File: src/uer_pkg.sv
package uer_pkg;

    // ****************************************
    // Register offsets
    // ****************************************
    localparam logic [2:0] OFS_SHARED0   = 3'h0;
    localparam logic [2:0] OFS_SHARED1   = 3'h1;
    localparam logic [2:0] OFS_STOP2     = 3'h7;

    // ****************************************
    // Access conditions
    // ****************************************
    localparam logic [7:0] LCR_ENHANCED  = 8'hbf;
    localparam int         LCR_DLAB_BIT  = 7;
    localparam logic [7:0] DIV_ZERO      = 8'h00;

    // ****************************************
    // Field positions, reset values and transmit trigger limit
    // ****************************************
    localparam int         TRG_SEL_BIT   = 7;
    localparam int         FCNT_SEL_BIT  = 7;
    localparam int         FEATURE_CONTROL_TBL_LO   = 4;
    localparam int         FEATURE_CONTROL_TBL_HI   = 5;
    localparam logic [7:0] FEATURE_CONTROL_RESET    = 8'h20;
    localparam logic [7:0] STOP2_RESET   = 8'h00;
    localparam logic [6:0] TRG_RESET     = 7'h00;
    localparam logic [6:0] TX_TRG_MAX    = 7'h40;

endpackage : uer_pkg

File: src/uer_sel_if.sv
`timescale 1ns/1ps
interface uer_sel_if;
    logic enh_sel;
    logic id_sel;

    modport dec (output enh_sel, output id_sel);
    modport use_sel (input enh_sel, input id_sel);
endinterface : uer_sel_if

File: src/uer_access_dec.sv
`timescale 1ns/1ps
// ****************************************
// Bank-select decode from line control and divisor
// ****************************************
module uer_access_dec (
    input  wire logic [7:0] line_control_reg,
    input  wire logic [7:0] divisor_low_byte,
    input  wire logic [7:0] divisor_high_byte,
    uer_sel_if.dec          sel
);
    always_comb begin
        sel.enh_sel = (line_control_reg == uer_pkg::LCR_ENHANCED);
        sel.id_sel  = line_control_reg[uer_pkg::LCR_DLAB_BIT]
                      && (line_control_reg != uer_pkg::LCR_ENHANCED)
                      && (divisor_low_byte == uer_pkg::DIV_ZERO)
                      && (divisor_high_byte == uer_pkg::DIV_ZERO);
    end
endmodule : uer_access_dec

File: src/uer_regs.sv
`timescale 1ns/1ps
// Behaviour
// Offset 7 stop char, enhanced bank, resets zero
// Revision at offset 0 under id condition
// Fixed identification at offset 1, read-only
// Enhanced write offset 0 hits trigger register
// Bit7 one loads transmit trigger, 0..0x40
// Bit7 zero loads receive trigger level
// Enhanced read offset 0 returns level counter
// Bit7 selects receive or transmit count
// Each counter read alternates reported FIFO
// Feature control offset 1, table bits 5:4
// Feature control bits 7:6 reserved read-only
// First counter read after reset reports receive
module uer_regs #(
    parameter logic [7:0] REVISION_CODE  = 8'h01, // Arbitrary value
    parameter logic [7:0] DEVICE_ID_CODE = 8'h5a  // Arbitrary value
) (
    input  wire logic       clk_sys,
    input  wire logic       reset_n,
    input  wire logic [2:0] reg_addr,
    input  wire logic       reg_wr,
    input  wire logic       reg_rd,
    input  wire logic [7:0] reg_wdata,
    input  wire logic [7:0] line_control_reg,
    input  wire logic [7:0] divisor_low_byte,
    input  wire logic [7:0] divisor_high_byte,
    input  wire logic [6:0] rx_fifo_count,
    input  wire logic [6:0] tx_fifo_count,
    output logic      [7:0] reg_rdata,
    output logic            reg_rvalid,
    output logic      [7:0] second_stop_char,
    output logic      [6:0] receive_trigger_value,
    output logic      [6:0] transmit_trigger_value,
    output logic      [1:0] trigger_table_sel
);
    // ****************************************
    // Bank decode
    // ****************************************
    uer_sel_if sel_bus ();

    uer_access_dec u_dec (
        .line_control_reg  (line_control_reg),
        .divisor_low_byte  (divisor_low_byte),
        .divisor_high_byte (divisor_high_byte),
        .sel               (sel_bus.dec)
    );

    // ****************************************
    // Register state
    // ****************************************
    logic [7:0] stop2_r,   stop2_nxt;
    logic [6:0] rx_trg_r,  rx_trg_nxt;
    logic [6:0] tx_trg_r,  tx_trg_nxt;
    logic [1:0] table_r,   table_nxt;
    logic       fc_tx_r,   fc_tx_nxt;
    logic [7:0] rdata_r,   rdata_nxt;
    logic       rvalid_r,  rvalid_nxt;

    logic       enh;
    logic       idc;
    logic       hit_shared0;
    logic [7:0] rd_mux;

    assign enh         = sel_bus.enh_sel;
    assign idc         = sel_bus.id_sel;
    assign hit_shared0 = (reg_addr == uer_pkg::OFS_SHARED0);

    // ****************************************
    // Configuration writes
    // ****************************************
    always_comb begin
        stop2_nxt  = stop2_r;
        rx_trg_nxt = rx_trg_r;
        tx_trg_nxt = tx_trg_r;
        table_nxt  = table_r;
        if (reg_wr && enh) begin
            case (reg_addr)
                uer_pkg::OFS_STOP2: begin
                    stop2_nxt = reg_wdata;
                end
                uer_pkg::OFS_SHARED0: begin
                    if (reg_wdata[uer_pkg::TRG_SEL_BIT]) begin
                        // Out-of-range transmit levels clamp to TX_TRG_MAX so the trigger never exceeds the FIFO
                        if (reg_wdata[6:0] > uer_pkg::TX_TRG_MAX) begin
                            tx_trg_nxt = uer_pkg::TX_TRG_MAX;
                        end else begin
                            tx_trg_nxt = reg_wdata[6:0];
                        end
                    end else begin
                        rx_trg_nxt = reg_wdata[6:0];
                    end
                end
                uer_pkg::OFS_SHARED1: begin
                    // Reserved bits 7:6 are not stored
                    table_nxt = reg_wdata[uer_pkg::FEATURE_CONTROL_TBL_HI:uer_pkg::FEATURE_CONTROL_TBL_LO];
                end
                default: begin
                end
            endcase
        end
    end

    always_ff @(posedge clk_sys) begin
        if (!reset_n) begin
            stop2_r  <= uer_pkg::STOP2_RESET;
            rx_trg_r <= uer_pkg::TRG_RESET;
            tx_trg_r <= uer_pkg::TRG_RESET;
            table_r  <= uer_pkg::FEATURE_CONTROL_RESET[uer_pkg::FEATURE_CONTROL_TBL_HI:uer_pkg::FEATURE_CONTROL_TBL_LO];
        end else begin
            stop2_r  <= stop2_nxt;
            rx_trg_r <= rx_trg_nxt;
            tx_trg_r <= tx_trg_nxt;
            table_r  <= table_nxt;
        end
    end

    // ****************************************
    // Read data selection
    // ****************************************
    // Identification writes are simply dropped
    always_comb begin
        rd_mux = 8'h00;
        if (enh) begin
            case (reg_addr)
                uer_pkg::OFS_STOP2: begin
                    rd_mux = stop2_r;
                end
                uer_pkg::OFS_SHARED0: begin
                    if (fc_tx_r) begin
                        rd_mux = {1'b1, tx_fifo_count};
                    end else begin
                        rd_mux = {1'b0, rx_fifo_count};
                    end
                end
                uer_pkg::OFS_SHARED1: begin
                    rd_mux = uer_pkg::FEATURE_CONTROL_RESET & 8'hcf;
                    rd_mux[uer_pkg::FEATURE_CONTROL_TBL_HI:uer_pkg::FEATURE_CONTROL_TBL_LO] = table_r;
                end
                default: begin
                end
            endcase
        end else if (idc) begin
            case (reg_addr)
                uer_pkg::OFS_SHARED0: rd_mux = REVISION_CODE;
                uer_pkg::OFS_SHARED1: rd_mux = DEVICE_ID_CODE;
                default: begin
                end
            endcase
        end
    end

    // ****************************************
    // Read path and counter alternation
    // ****************************************
    always_comb begin
        fc_tx_nxt  = fc_tx_r;
        rdata_nxt  = rdata_r;
        rvalid_nxt = reg_rd;
        if (reg_rd) begin
            rdata_nxt = rd_mux;
            // Only a counter read flips the selection, other reads leave it
            if (enh && hit_shared0) begin
                fc_tx_nxt = ~fc_tx_r;
            end
        end
    end

    always_ff @(posedge clk_sys) begin
        if (!reset_n) begin
            fc_tx_r  <= 1'b0;
            rdata_r  <= 8'h00;
            rvalid_r <= 1'b0;
        end else begin
            fc_tx_r  <= fc_tx_nxt;
            rdata_r  <= rdata_nxt;
            rvalid_r <= rvalid_nxt;
        end
    end

    // ****************************************
    // Outputs
    // ****************************************
    assign reg_rdata              = rdata_r;
    assign reg_rvalid             = rvalid_r;
    assign second_stop_char       = stop2_r;
    assign receive_trigger_value  = rx_trg_r;
    assign transmit_trigger_value = tx_trg_r;
    assign trigger_table_sel      = table_r;

endmodule : uer_regs

File: config.mk
export PLATFORM = sky130hd
export DESIGN_NAME = uer_regs
export DESIGN_NICKNAME = d
export VERILOG_FILES = /design/src/uer_pkg.sv /design/src/uer_sel_if.sv /design/src/uer_access_dec.sv /design/src/uer_regs.sv
export SDC_FILE = /design/constraint.sdc
export NUM_CORES = 1
export LEC_CHECK = 0
export BUFFER_PORTS_ARGS = -buffer_cell sky130_fd_sc_hd__buf_2
export CORE_ASPECT_RATIO = 0.6
export CORE_UTILIZATION = 47
export CTS_BUF_LIST = sky130_fd_sc_hd__clkbuf_4 sky130_fd_sc_hd__clkbuf_8
export DETAILED_ROUTE_END_ITERATION = 6
export PLACE_DENSITY = 0.91
export SETUP_SLACK_MARGIN = 0.2
export SKIP_LAST_GASP = 1
export SLEW_MARGIN = 15
export SYNTH_ARGS = -nofsm -noshare
export SYNTH_HDL_FRONTEND = slang
export SYNTH_HIERARCHICAL = 1
export SYNTH_SLANG_ARGS = --single-unit
File: constraint.sdc
create_clock -name clk_sys -period 1.8 [get_ports clk_sys]
set_input_delay 0.36 -clock clk_sys [delete_from_list [all_inputs] [get_ports clk_sys]]
set_output_delay 0.36 -clock clk_sys [all_outputs]
set_load 0.01 [all_outputs]
==> results of run 1 <==
path summary, 6_finish.rpt:
kind                                          startpoint                  endpoint
worst min register to register  receive_trigger_value[3]  receive_trigger_value[3]
worst max-delay path                 divisor_low_byte[4]              reg_rdata[4]
worst min-delay path                        reg_wdata[2]  receive_trigger_value[2]
worst max register to register                   fc_tx_r              reg_rdata[5]
area by class of cell:
type,count,area [um^2],share of cell area (%)
clock buffer,7,90.09,3.967
clock inverter,1,5.005,0.2204
inverter,2,7.507,0.3306
multi-input combinational,139,930.9,40.99
sequential,34,680.7,29.97
tap,45,56.30,2.479
timing repair buffer,95,500.5,22.04
worst max-delay path, cell delays in order:
cell	delay, ns
sky130_fd_sc_hd__buf_2	0.11
sky130_fd_sc_hd__nor4b_2	0.33
sky130_fd_sc_hd__nand4_1	0.15
sky130_fd_sc_hd__nor3_2	0.21
sky130_fd_sc_hd__inv_1	0.06
sky130_fd_sc_hd__o31a_1	0.34
sky130_fd_sc_hd__o22ai_1	0.19
kinds of logic after synthesis:
group / share of synthesized area, %
buf+inv: 6.258
compound gates: 16.81
simple gates: 24.67
flops: 39.59
mux: 12.66
where the power goes:
part / total, mW / internal (mW) / switching (mW)
clock: 0.596 / 0.324 / 0.273
combinational: 0.170 / 0.0777 / 0.0919
sequential: 0.762 / 0.759 / 0.00375
cell usage in the layout (no fill, tap or decap), drive strengths merged, types with 2 or more instances in the layout:
cell    netlist  layout
a21oi        10      10
mux2          6       6
dfxtp        34      34
o22ai         4       4
nor2          4       4
inv           2       2
nand4         2       2
and2          2       2
nand3        14      14
buf           4      95
mux2i        15      15
nor3          3       3
o21ai        18      18
a22oi         5       5
nor4          2       2
clkbuf       10       7
nand2        25      25
nand3b        7       7
o211ai        5       5
or3           3       3
metal layers:
layer,GRT usage (%),vias to the layer above
met5,0,-
met4,7.440,0
met3,6.542,9
met2,44.16,84
met1,35.87,833
li1,-,870
metrics by stage:
stage               setup slack [ns]  util [%]  cells
floorplan                     0.2818         -    189
global placement              0.1161     64.69    315
detailed placement         -0.009070     64.69    315
CTS                           0.2987     67.52    323
global route                  0.2022     67.52    323
finish                        0.2525     67.52    323
flip-flops by register name (all words and copies together) (netlist names):
signal and flops:
reg_rdata 8, second_stop_char 8, receive_trigger_value 7, transmit_trigger_value 7
trigger_table_sel 2, fc_tx_r 1, reg_rvalid 1
cell usage after synthesis, types with 2 or more instances:
cell and count:
sky130_fd_sc_hd__a22oi_1 5, sky130_fd_sc_hd__nor3_4 2, sky130_fd_sc_hd__mux2_2 6, sky130_fd_sc_hd__o21ai_0 18, sky130_fd_sc_hd__nand4_1 2, sky130_fd_sc_hd__nor4_2 2, sky130_fd_sc_hd__a21oi_1 10, sky130_fd_sc_hd__o22ai_1 4
sky130_fd_sc_hd__nand2_1 25, sky130_fd_sc_hd__clkbuf_1 6, sky130_fd_sc_hd__nand3b_1 7, sky130_fd_sc_hd__buf_4 2, sky130_fd_sc_hd__clkbuf_8 3, sky130_fd_sc_hd__mux2i_1 15, sky130_fd_sc_hd__and2_1 2, sky130_fd_sc_hd__dfxtp_1 34
sky130_fd_sc_hd__or3_1 2, sky130_fd_sc_hd__nor2_1 4, sky130_fd_sc_hd__nand3_1 14, sky130_fd_sc_hd__o211ai_1 5, sky130_fd_sc_hd__inv_1 2
==> impl_metrics.prom, run 1 <==
# TYPE chip_impl_metric gauge
chip_impl_metric{name="dr.first_iter.drc_count",unit=""} 159
chip_impl_metric{name="tightestPinTransition",unit="ns"} 0.5113
chip_impl_metric{name="global_route_wire_length_before_repair",unit="um"} 8148
chip_impl_metric{name="stdcell_area",unit="mm^2"} 0.002271
chip_impl_metric{name="via_count",unit=""} 1796
chip_impl_metric{name="core_area",unit="mm^2"} 0.003363
chip_impl_metric{name="final_net_count",unit=""} 330
chip_impl_info{name="post_synth_main_area_contributors",value="sky130_fd_sc_hd__dfxtp_1, sky130_fd_sc_hd__mux2i_1, sky130_fd_sc_hd__nand2_1, sky130_fd_sc_hd__o21ai_0, sky130_fd_sc_hd__nand3_1"} 1
chip_impl_metric{name="vias_in_the_first_global_route",unit=""} 1814
chip_impl_metric{name="detailed_route_drc_error_count",unit=""} 0
chip_impl_metric{name="clock_insertion_delay_worst_skew",unit="ns"} 0.28
chip_impl_metric{name="place.detailed.hpwl",unit="um"} 3727
chip_impl_metric{name="setup_tns",unit="ns"} 0
chip_impl_info{name="grt_setup_unrepaired",value="false"} 1
chip_impl_metric{name="report.power.total",unit="mW"} 1.528
chip_impl_metric{name="final-hold-violation-count",unit=""} 0
chip_impl_metric{name="i_o_pin_count",unit=""} 86
chip_impl_metric{name="yosysUniqueCellTypes",unit=""} 40
chip_impl_metric{name="post-cts-setup-buffer-count",unit=""} 0
chip_impl_info{name="hp-class",value="in2reg"} 1
chip_impl_metric{name="fp.dieArea",unit="mm^2"} 0.003912
chip_impl_metric{name="report.final.setup_viol",unit=""} 0
chip_impl_metric{name="p_per_area",unit="mW/mm^2"} 672.9
chip_impl_metric{name="wl_met1",unit="um"} 2174
chip_impl_metric{name="global_route.usage.total",unit="%"} 27.08
chip_impl_metric{name="post_drt_via_cell_ratio",unit=""} 5.560
chip_impl_metric{name="worst_ep_arrival_time",unit="ns"} 1.76
chip_impl_metric{name="die_h",unit="um"} 48.85
chip_impl_info{name="type_of_the_setup_path_with_the_least_slack",value="in2reg"} 1
chip_impl_metric{name="worst_clock_skew",unit="ns"} 0.002651
chip_impl_metric{name="synth-async-reset-ratio",unit="%"} 0
chip_impl_metric{name="grt.overflow.total",unit=""} 0
chip_impl_metric{name="worst_hold_path.num_cells",unit=""} 3
chip_impl_metric{name="netlist_area",unit="mm^2"} 0.001719
chip_impl_metric{name="htree_levels",unit=""} 2
chip_impl_metric{name="max-clock-path-buffers",unit=""} 2
chip_impl_metric{name="syn-num-nets",unit=""} 242
chip_impl_metric{name="area_growth",unit="%"} 32.10
chip_impl_metric{name="yosys_register_bits",unit=""} 34
chip_impl_metric{name="synthCells",unit=""} 189
chip_impl_metric{name="vdd.ir_drop.worst",unit="V"} 0.0003791
chip_impl_metric{name="diodes",unit=""} 0
chip_impl_metric{name="ant_nets",unit=""} 0
chip_impl_metric{name="port_buffers",unit=""} 85
chip_impl_metric{name="route.met3.wl",unit="um"} 445
chip_impl_metric{name="final.min_clock_period",unit="ns"} 1.547
chip_impl_info{name="tritoncts",value="done"} 1
chip_impl_metric{name="slew_violations",unit=""} 0
chip_impl_metric{name="detail_route.wl_per_cell",unit="um"} 15.06
chip_impl_metric{name="largest_net_degree_at_the_start_of_global_routing",unit=""} 16
chip_impl_info{name="yosysTopAreaCell",value="sky130_fd_sc_hd__dfxtp_1"} 1
chip_impl_metric{name="worst_setup_hold_path_clk_slew",unit="ns"} 0.07
chip_impl_metric{name="final.fill_count",unit=""} 282
chip_impl_metric{name="worst_slew_margin_rel",unit="%"} 65.91
chip_impl_metric{name="synth_edf_count",unit=""} 0
chip_impl_metric{name="synth_top_cell_area_share",unit="%"} 39.59
chip_impl_metric{name="drt_wl_total",unit="um"} 4864
chip_impl_info{name="crit_path_end_kind",value="flop"} 1
chip_impl_info{name="crit_start_category",value="primary input"} 1
chip_impl_metric{name="layout-drive-gt1-share",unit="%"} 42.81
chip_impl_metric{name="post_cts_resize_count",unit=""} 0
chip_impl_metric{name="met2_wirelength",unit="um"} 2169
chip_impl_metric{name="placement_rows",unit=""} 16
chip_impl_metric{name="largest_driver_fanout_on_the_critical_path",unit=""} 4
chip_impl_info{name="root_buffer",value="sky130_fd_sc_hd__clkbuf_8"} 1
chip_impl_metric{name="place_area",unit="mm^2"} 0.002176
chip_impl_metric{name="synth_area_per_cell",unit="um^2"} 9.096
chip_impl_metric{name="die_width",unit="um"} 80.08
chip_impl_metric{name="worstPathRequired",unit="ns"} 2.01
chip_impl_metric{name="cts_num_sinks",unit=""} 34
chip_impl_metric{name="timing.reg2reg.setup_slack",unit="ns"} 0.27
chip_impl_metric{name="max_freq",unit="MHz"} 646.2
chip_impl_metric{name="warning_count_from_the_yosys_run",unit=""} 6
chip_impl_metric{name="floorplan.initialDensity",unit="%"} 51.12
chip_impl_metric{name="post_synthesis_sequential_area_ratio",unit="%"} 39.59
chip_impl_metric{name="ctsHoldBuffers",unit=""} 0
chip_impl_info{name="top_layer",value="met4"} 1
chip_impl_metric{name="min_period_over_period",unit="%"} 85.97
chip_impl_metric{name="place_congestion",unit=""} 0.7755
chip_impl_metric{name="antenna_found_initial",unit=""} 0
chip_impl_info{name="outcome",value="complete, no violations"} 1
chip_impl_metric{name="hold-worst-slack",unit="ns"} 0.3518
chip_impl_info{name="yosys_most_used_dff",value="sky130_fd_sc_hd__dfxtp_1"} 1
chip_impl_metric{name="dr.pass1.iters",unit=""} 4
chip_impl_metric{name="total_leakage_power",unit="nW"} 1.004
chip_impl_metric{name="cap_viol_max_count",unit=""} 0
chip_impl_metric{name="cts_made_buffers",unit=""} 5
chip_impl_metric{name="rr_worst_depth",unit=""} 3
Note: power is estimated with default switching activity, not from simulation.
==> run 2, diff against run 1 <==
- BUFFER_PORTS_ARGS: -buffer_cell sky130_fd_sc_hd__buf_2 -> -buffer_cell sky130_fd_sc_hd__buf_4
==> run 2 against run 1 <==
Effect of this change: fmax is 0.83% higher; cell count is 0.62% lower; combinational power is 23% higher; cell area is 11% higher; total power is 19% higher; highest routed layer unchanged.
==> impl_metrics.prom, run 2 (same netlist as run 1, synthesis figures left out) <==
# TYPE chip_impl_metric gauge
chip_impl_info{name="outcome",value="complete, no violations"} 1
chip_impl_metric{name="vias_in_the_first_global_route",unit=""} 1824
chip_impl_metric{name="worst_clock_skew",unit="ns"} 0.003152
chip_impl_info{name="commonest_non_fill_non_tap_cells_in_the_layout",value="sky130_fd_sc_hd__buf_4, sky130_fd_sc_hd__dfxtp_1, sky130_fd_sc_hd__nand2_1"} 1
chip_impl_metric{name="total_leakage_power",unit="nW"} 1.062
chip_impl_metric{name="place.detailed.hpwl",unit="um"} 4030
chip_impl_metric{name="clock_insertion_delay_worst_skew",unit="ns"} 0.29
chip_impl_metric{name="die_h",unit="um"} 48.85
chip_impl_metric{name="dp_slack",unit="ns"} -0.03679
chip_impl_info{name="crit_start_category",value="flop"} 1
chip_impl_metric{name="placement_rows",unit=""} 16
chip_impl_metric{name="final-hold-violation-count",unit=""} 0
chip_impl_metric{name="antenna_found_initial",unit=""} 0
chip_impl_metric{name="worst_slew_margin_rel",unit="%"} 64.22
chip_impl_metric{name="timing.final.ws_setup",unit="ns"} 0.2652
chip_impl_info{name="startpoint",value="fc_tx_r"} 1
chip_impl_metric{name="min_period_over_period",unit="%"} 85.27
chip_impl_metric{name="htree_levels",unit=""} 2
chip_impl_metric{name="cts_num_sinks",unit=""} 34
chip_impl_metric{name="dr.first_iter.drc_count",unit=""} 250
chip_impl_metric{name="cts_made_buffers",unit=""} 5
chip_impl_metric{name="final_net_count",unit=""} 328
chip_impl_metric{name="place_area",unit="mm^2"} 0.002374
chip_impl_metric{name="via_count",unit=""} 1873
chip_impl_info{name="layout_commonest_cell",value="sky130_fd_sc_hd__buf_4"} 1
chip_impl_metric{name="detail_route.wl_per_cell",unit="um"} 17.21
chip_impl_metric{name="worst_ep_arrival_time",unit="ns"} 1.70
chip_impl_info{name="root_buffer",value="sky130_fd_sc_hd__clkbuf_8"} 1
chip_impl_metric{name="drt_wl_total",unit="um"} 5524
chip_impl_metric{name="stdcell_area",unit="mm^2"} 0.002529
chip_impl_metric{name="diodes",unit=""} 0
chip_impl_metric{name="worstPathRequired",unit="ns"} 1.96
chip_impl_metric{name="post_drt_via_cell_ratio",unit=""} 5.835
chip_impl_metric{name="numPlacedInstances",unit=""} 313
chip_impl_info{name="crit-reg2reg-launch",value="fc_tx_r"} 1
chip_impl_info{name="capturing_element_of_the_worst_setup_path",value="reg_rdata[5]"} 1
chip_impl_metric{name="tightestPinTransition",unit="ns"} 0.5367
chip_impl_metric{name="cap_viol_max_count",unit=""} 0
chip_impl_info{name="type_of_the_setup_path_with_the_least_slack",value="reg2reg"} 1
chip_impl_metric{name="i_o_pin_count",unit=""} 86
chip_impl_metric{name="ctsHoldBuffers",unit=""} 0
chip_impl_metric{name="rr_worst_depth",unit=""} 3
chip_impl_metric{name="port_buffers",unit=""} 85
chip_impl_metric{name="p_per_area",unit="mW/mm^2"} 719.3
chip_impl_metric{name="dr.pass1.iters",unit=""} 5
chip_impl_metric{name="instances_no_fill",unit=""} 321
chip_impl_metric{name="largest_net_degree_at_the_start_of_global_routing",unit=""} 26
chip_impl_info{name="reg_to_reg_critical_path_endpoint",value="reg_rdata[5]"} 1
chip_impl_metric{name="timing.reg2reg.setup_slack",unit="ns"} 0.27
chip_impl_metric{name="core_area",unit="mm^2"} 0.003363
chip_impl_metric{name="final_core_utilization",unit="%"} 75.19
chip_impl_metric{name="global_route_wire_length_before_repair",unit="um"} 8866
chip_impl_metric{name="fp.dieArea",unit="mm^2"} 0.003912
chip_impl_metric{name="largest_driver_fanout_on_the_critical_path",unit=""} 4
chip_impl_metric{name="global_route.usage.total",unit="%"} 30.42
chip_impl_metric{name="place_congestion",unit=""} 0.8687
chip_impl_metric{name="worst_setup_hold_path_clk_slew",unit="ns"} 0.07
chip_impl_metric{name="post-cts-setup-buffer-count",unit=""} 0
chip_impl_metric{name="layout-drive-gt1-share",unit="%"} 42.39
chip_impl_metric{name="max-clock-path-buffers",unit=""} 2
chip_impl_info{name="tritoncts",value="done"} 1
chip_impl_info{name="hp-class",value="in2reg"} 1
chip_impl_info{name="crit_path_end_kind",value="flop"} 1
chip_impl_metric{name="floorplan.initialDensity",unit="%"} 51.12
chip_impl_info{name="grt_setup_unrepaired",value="false"} 1
chip_impl_metric{name="final.min_clock_period",unit="ns"} 1.535
chip_impl_metric{name="area_growth",unit="%"} 47.09
chip_impl_metric{name="ant_nets",unit=""} 0
chip_impl_metric{name="max_freq",unit="MHz"} 651.6
chip_impl_metric{name="die_width",unit="um"} 80.08
chip_impl_metric{name="grt.overflow.total",unit=""} 0
chip_impl_metric{name="post_cts_resize_count",unit=""} 0
chip_impl_metric{name="detailed_route_drc_error_count",unit=""} 0
chip_impl_metric{name="report.final.setup_viol",unit=""} 0
chip_impl_metric{name="vdd.ir_drop.worst",unit="V"} 0.0006904
chip_impl_metric{name="slew_violations",unit=""} 0
## run 2: worst max-delay path: stages (launching register included)
cell	delay, ns
sky130_fd_sc_hd__dfxtp_1	0.44
sky130_fd_sc_hd__mux2_2	0.36
sky130_fd_sc_hd__a222oi_1	0.48
sky130_fd_sc_hd__o21ai_0	0.13
## run 2: layout make-up
type	count	area, um^2
clock buffer	5	68.82
clock inverter	3	68.82
fill	240	834.6
inverter	2	7.507
multi-input combinational	139	948.4
sequential	34	680.7
tap	45	56.30
timing repair buffer	93	698.2
## run 2: metal layers
layer	track usage (%)	vias up	wire length (um)
met5	0	-	0
met4	12.80	0	119
met3	7.477	15	560
met2	45.87	109	2504
met1	41.55	883	2340
li1	-	866	-
## run 2: stage by stage
stage	setup TNS (ns)	hold WS, ns	power, mW
floorplan	0	0.4790	0.8617
global placement	0	0.4423	0.9724
detailed placement	-0.05967	0.4484	0.9802
CTS	0	0.3407	1.816
global route	0	0.3576	1.875
finish	0	0.3434	1.819
## run 2: where the power goes
group,switching (mW),internal [mW]
registers,0.00459,0.758
logic,0.0966,0.112
clock network,0.292,0.555
## run 2: worst min-delay path by stage
stage	from	slack, ns	end	depth (start not counted)
CTS	reg_wdata[1]	0.34	second_stop_char[1]	3
floorplan	receive_trigger_value[0]	0.48	receive_trigger_value[0]	2
global placement	reg_rdata[5]	0.44	reg_rdata[5]	2
detailed placement	reg_rdata[5]	0.45	reg_rdata[5]	2
finish	reg_wdata[1]	0.34	second_stop_char[1]	3
global route	reg_wdata[7]	0.36	second_stop_char[7]	3
==> run 3, diff against run 2 <==
- CORE_UTILIZATION: 47 -> 30
- PLACE_DENSITY: 0.91 -> 0.68
- SYNTH_HIERARCHICAL: 1 -> default
- clock period: 1.8 -> 1.3 ns (I/O delays scaled with it)
==> run 3 against run 2 <==
Effect of this change: the flow now finishes with violations (DRC, setup timing); first-iteration DRC count fell by 76%; hold slack worse by 0.11 ns; routed wire length down 8.1%; register-to-register slack worse by 0.30 ns; global-route usage is 13 points lower; cell area up 9.5%; critical path type is now in2reg; critical endpoint is now reg_rdata[1]; largest power group is now registers.
==> impl_metrics.prom, run 3 <==
# TYPE chip_impl_metric gauge
chip_impl_metric{name="total_leakage_power",unit="nW"} 1.190
chip_impl_metric{name="yosys_register_bits",unit=""} 34
chip_impl_metric{name="max-clock-path-buffers",unit=""} 2
chip_impl_metric{name="die_h",unit="um"} 59.93
chip_impl_metric{name="grt.overflow.total",unit=""} 0
chip_impl_metric{name="timing.reg2reg.setup_slack",unit="ns"} -0.03
chip_impl_metric{name="synth_edf_count",unit=""} 0
chip_impl_info{name="outcome",value="finished with violations"} 1
chip_impl_metric{name="detailed_route_drc_error_count",unit=""} 7
chip_impl_metric{name="worst_ep_arrival_time",unit="ns"} 1.71
chip_impl_metric{name="floorplan.initialDensity",unit="%"} 32.08
chip_impl_metric{name="largest_driver_fanout_on_the_critical_path",unit=""} 4
chip_impl_metric{name="diodes",unit=""} 0
chip_impl_metric{name="vdd.ir_drop.worst",unit="V"} 0.0003194
chip_impl_metric{name="power.share.combinational",unit="%"} 14.4
chip_impl_metric{name="port_buffers",unit=""} 85
chip_impl_metric{name="cts_num_sinks",unit=""} 34
chip_impl_metric{name="synth-async-reset-ratio",unit="%"} 0
chip_impl_metric{name="p_per_area",unit="mW/mm^2"} 787.5
chip_impl_metric{name="instances_no_fill",unit=""} 358
chip_impl_metric{name="i_o_pin_count",unit=""} 86
chip_impl_info{name="yosys_most_used_dff",value="sky130_fd_sc_hd__dfxtp_1"} 1
chip_impl_metric{name="core_area",unit="mm^2"} 0.005230
chip_impl_info{name="layout_commonest_cell",value="sky130_fd_sc_hd__buf_4"} 1
chip_impl_info{name="crit_path_end_kind",value="flop"} 1
chip_impl_metric{name="detail_route.wl_per_cell",unit="um"} 14.19
chip_impl_info{name="capturing_element_of_the_worst_setup_path",value="reg_rdata[1]"} 1
chip_impl_metric{name="clockPowerShare",unit="%"} 37.3
chip_impl_metric{name="final_net_count",unit=""} 344
chip_impl_metric{name="drt_wl_total",unit="um"} 5079
chip_impl_metric{name="min_period_over_period",unit="%"} 114.5
chip_impl_metric{name="fp.dieArea",unit="mm^2"} 0.005906
chip_impl_info{name="grt_setup_unrepaired",value="true"} 1
chip_impl_metric{name="numPlacedInstances",unit=""} 348
chip_impl_metric{name="synthAdderAreaFrac",unit="%"} 0
chip_impl_metric{name="synth_area_per_cell",unit="um^2"} 9.119
chip_impl_metric{name="dr.first_iter.drc_count",unit=""} 61
chip_impl_metric{name="rr_worst_depth",unit=""} 4
chip_impl_metric{name="worst_setup_hold_path_clk_slew",unit="ns"} 0.07
chip_impl_metric{name="p_seq_share",unit="%"} 48.3
chip_impl_metric{name="yosysUniqueCellTypes",unit=""} 41
chip_impl_metric{name="place_congestion",unit=""} 0.8074
chip_impl_metric{name="post_synthesis_sequential_area_ratio",unit="%"} 40.57
chip_impl_metric{name="compound_gate_portion_of_the_synthesized_area",unit="%"} 10.29
chip_impl_metric{name="largest_net_degree_at_the_start_of_global_routing",unit=""} 24
chip_impl_metric{name="ctsHoldBuffers",unit=""} 0
chip_impl_info{name="yosysTopAreaCell",value="sky130_fd_sc_hd__dfxtp_1"} 1
chip_impl_info{name="startpoint",value="divisor_low_byte[7]"} 1
chip_impl_metric{name="place.detailed.hpwl",unit="um"} 3988
chip_impl_metric{name="report.power.total",unit="mW"} 2.180
chip_impl_info{name="crit-reg2reg-launch",value="trigger_table_sel[0]"} 1
chip_impl_metric{name="warning_count_from_the_yosys_run",unit=""} 0
chip_impl_metric{name="die_width",unit="um"} 98.55
chip_impl_metric{name="slew_violations",unit=""} 0
chip_impl_info{name="dominant_combinational_cell_family_by_area_after_synthesis",value="simple AND/OR/NAND/NOR gates"} 1
chip_impl_info{name="hp-class",value="in2reg"} 1
chip_impl_info{name="failed_checks",value="DRC, setup timing"} 1
chip_impl_metric{name="timing.final.ws_setup",unit="ns"} -0.1881
chip_impl_info{name="type_of_the_setup_path_with_the_least_slack",value="in2reg"} 1
chip_impl_metric{name="final.min_clock_period",unit="ns"} 1.488
chip_impl_metric{name="netlist_area",unit="mm^2"} 0.001678
chip_impl_metric{name="vias_in_the_first_global_route",unit=""} 1560
chip_impl_metric{name="p_int",unit="mW"} 1.655
chip_impl_metric{name="p_sw_share",unit="%"} 24.09
chip_impl_metric{name="cap_viol_max_count",unit=""} 0
chip_impl_metric{name="dr.pass1.iters",unit=""} 6
chip_impl_metric{name="clock_insertion_delay_worst_skew",unit="ns"} 0.28
chip_impl_metric{name="worst_clock_skew",unit="ns"} 0.005554
chip_impl_metric{name="placement_rows",unit=""} 20
chip_impl_metric{name="htree_levels",unit=""} 2
chip_impl_metric{name="antenna_found_initial",unit=""} 0
chip_impl_metric{name="synth.area.mux_share",unit="%"} 18.49
chip_impl_metric{name="tightestPinTransition",unit="ns"} 0.2765
chip_impl_metric{name="ant_nets",unit=""} 0
chip_impl_info{name="reg_to_reg_critical_path_endpoint",value="reg_rdata[4]"} 1
chip_impl_metric{name="final-hold-violation-count",unit=""} 0
chip_impl_metric{name="global_route.usage.total",unit="%"} 17.69
chip_impl_metric{name="worstPathRequired",unit="ns"} 1.53
chip_impl_metric{name="layout-drive-gt1-share",unit="%"} 50.00
chip_impl_metric{name="cts_made_buffers",unit=""} 5
chip_impl_metric{name="area_growth",unit="%"} 64.95
chip_impl_metric{name="report.final.setup_viol",unit=""} 19
chip_impl_info{name="tritoncts",value="done"} 1
chip_impl_metric{name="power_switching",unit="mW"} 0.5250
chip_impl_info{name="synth_most_common_cell",value="sky130_fd_sc_hd__dfxtp_1"} 1
chip_impl_metric{name="max_freq",unit="MHz"} 672.0
chip_impl_metric{name="post_drt_via_cell_ratio",unit=""} 4.816
chip_impl_info{name="crit_start_category",value="primary input"} 1
chip_impl_info{name="root_buffer",value="sky130_fd_sc_hd__clkbuf_8"} 1
chip_impl_info{name="post_synth_main_area_contributors",value="sky130_fd_sc_hd__dfxtp_1, sky130_fd_sc_hd__mux2i_1, sky130_fd_sc_hd__nand2_1, sky130_fd_sc_hd__nor2_1, sky130_fd_sc_hd__nand3b_1"} 1
chip_impl_metric{name="synth_simple_gate_area_share",unit="%"} 25.95
chip_impl_metric{name="global_route_wire_length_before_repair",unit="um"} 7769
chip_impl_metric{name="synthCells",unit=""} 184
chip_impl_metric{name="xor_xnor_share_of_the_synthesized_area",unit="%"} 0.5220
chip_impl_metric{name="via_count",unit=""} 1724
chip_impl_metric{name="worst_slew_margin_rel",unit="%"} 81.50
chip_impl_info{name="post_synth_most_frequent_cells",value="sky130_fd_sc_hd__dfxtp_1, sky130_fd_sc_hd__mux2i_1, sky130_fd_sc_hd__nand2_1"} 1
chip_impl_metric{name="synth_top_cell_area_share",unit="%"} 40.57
chip_impl_info{name="commonest_non_fill_non_tap_cells_in_the_layout",value="sky130_fd_sc_hd__buf_4, sky130_fd_sc_hd__mux2i_1, sky130_fd_sc_hd__nand2_1"} 1
chip_impl_metric{name="syn-num-nets",unit=""} 237
## run 3: worst max-delay path: stages
cell,delay [ns]
sky130_fd_sc_hd__buf_6,0.09
sky130_fd_sc_hd__or4b_4,0.52
sky130_fd_sc_hd__or4_4,0.49
sky130_fd_sc_hd__o21a_4,0.23
sky130_fd_sc_hd__a21oi_2,0.12
## run 3: per-layer routing
layer	track usage [%]	share of wire (%)
met4	5.117	0.83
met2	27.26	43
met5	0	0
met3	6.199	8.7
met1	23.56	47
## run 3: what timing repair did
item | CTS | global route
endpoints found under the setup margin | 36 | 37
buffers inserted | 0 | 1
resized for setup | 20 | 7
cloned | 1 | 0
pin swaps | 11 | 5
## run 3: layout make-up
type                    count  area (um^2)
clock buffers               6        82.58
clock inverters             2        12.51
fillers                   503         2462
inverters                   3        11.26
multi-input cells         135        989.7
flip-flops and latches     34        688.2
well taps                  66        82.58
repair buffers            112        900.9
## run 3: worst min-delay path by stage
stage	endpoint	start	cells past startpoint
after floorplan	trigger_table_sel[1]	reg_wdata[5]	2
after global placement	transmit_trigger_value[4]	transmit_trigger_value[4]	2
after detailed placement	receive_trigger_value[4]	receive_trigger_value[4]	2
after CTS	trigger_table_sel[1]	reset_n	2
after global routing	receive_trigger_value[0]	reg_wdata[0]	3
final	trigger_table_sel[1]	reset_n	2
## run 3: logic make-up (layout without fill, tap and decap cells)
logic type	Yosys count	in the layout
AO/OA/AOI/OAI	24	24
flip-flops	34	34
multiplexers	31	31
AND/OR/NAND/NOR	79	79
buffers and inverters	15	123
XOR/XNOR	1	1
## run 3: power groups by stage
stage	combinational (mW)	sequential (mW)	clock (mW)
2_1_floorplan	0.104	1.08	0
3_3_place_gp	0.291	1.08	0
3_5_place_dp	0.296	1.08	0
4_1_cts	0.310	1.05	0.837
5_1_grt	0.339	1.05	0.894
6_report	0.314	1.05	0.813
## run 3: per-stage QoR
step	utilization, %	setup WS (ns)	TNS [ns]	instance area [um^2]	hold WS [ns]
2_1_floorplan	-	-0.3916	-9.222	1722	0.3885
6_report	52.92	-0.1881	-1.304	2768	0.2338
3_5_place_dp	49.26	-0.5480	-11.78	2576	0.4483
4_1_cts	52.46	-0.1979	-1.149	2744	0.2227
5_1_grt	52.92	-0.2046	-1.935	2768	0.2230
3_3_place_gp	49.26	-0.5357	-11.42	2576	0.4458
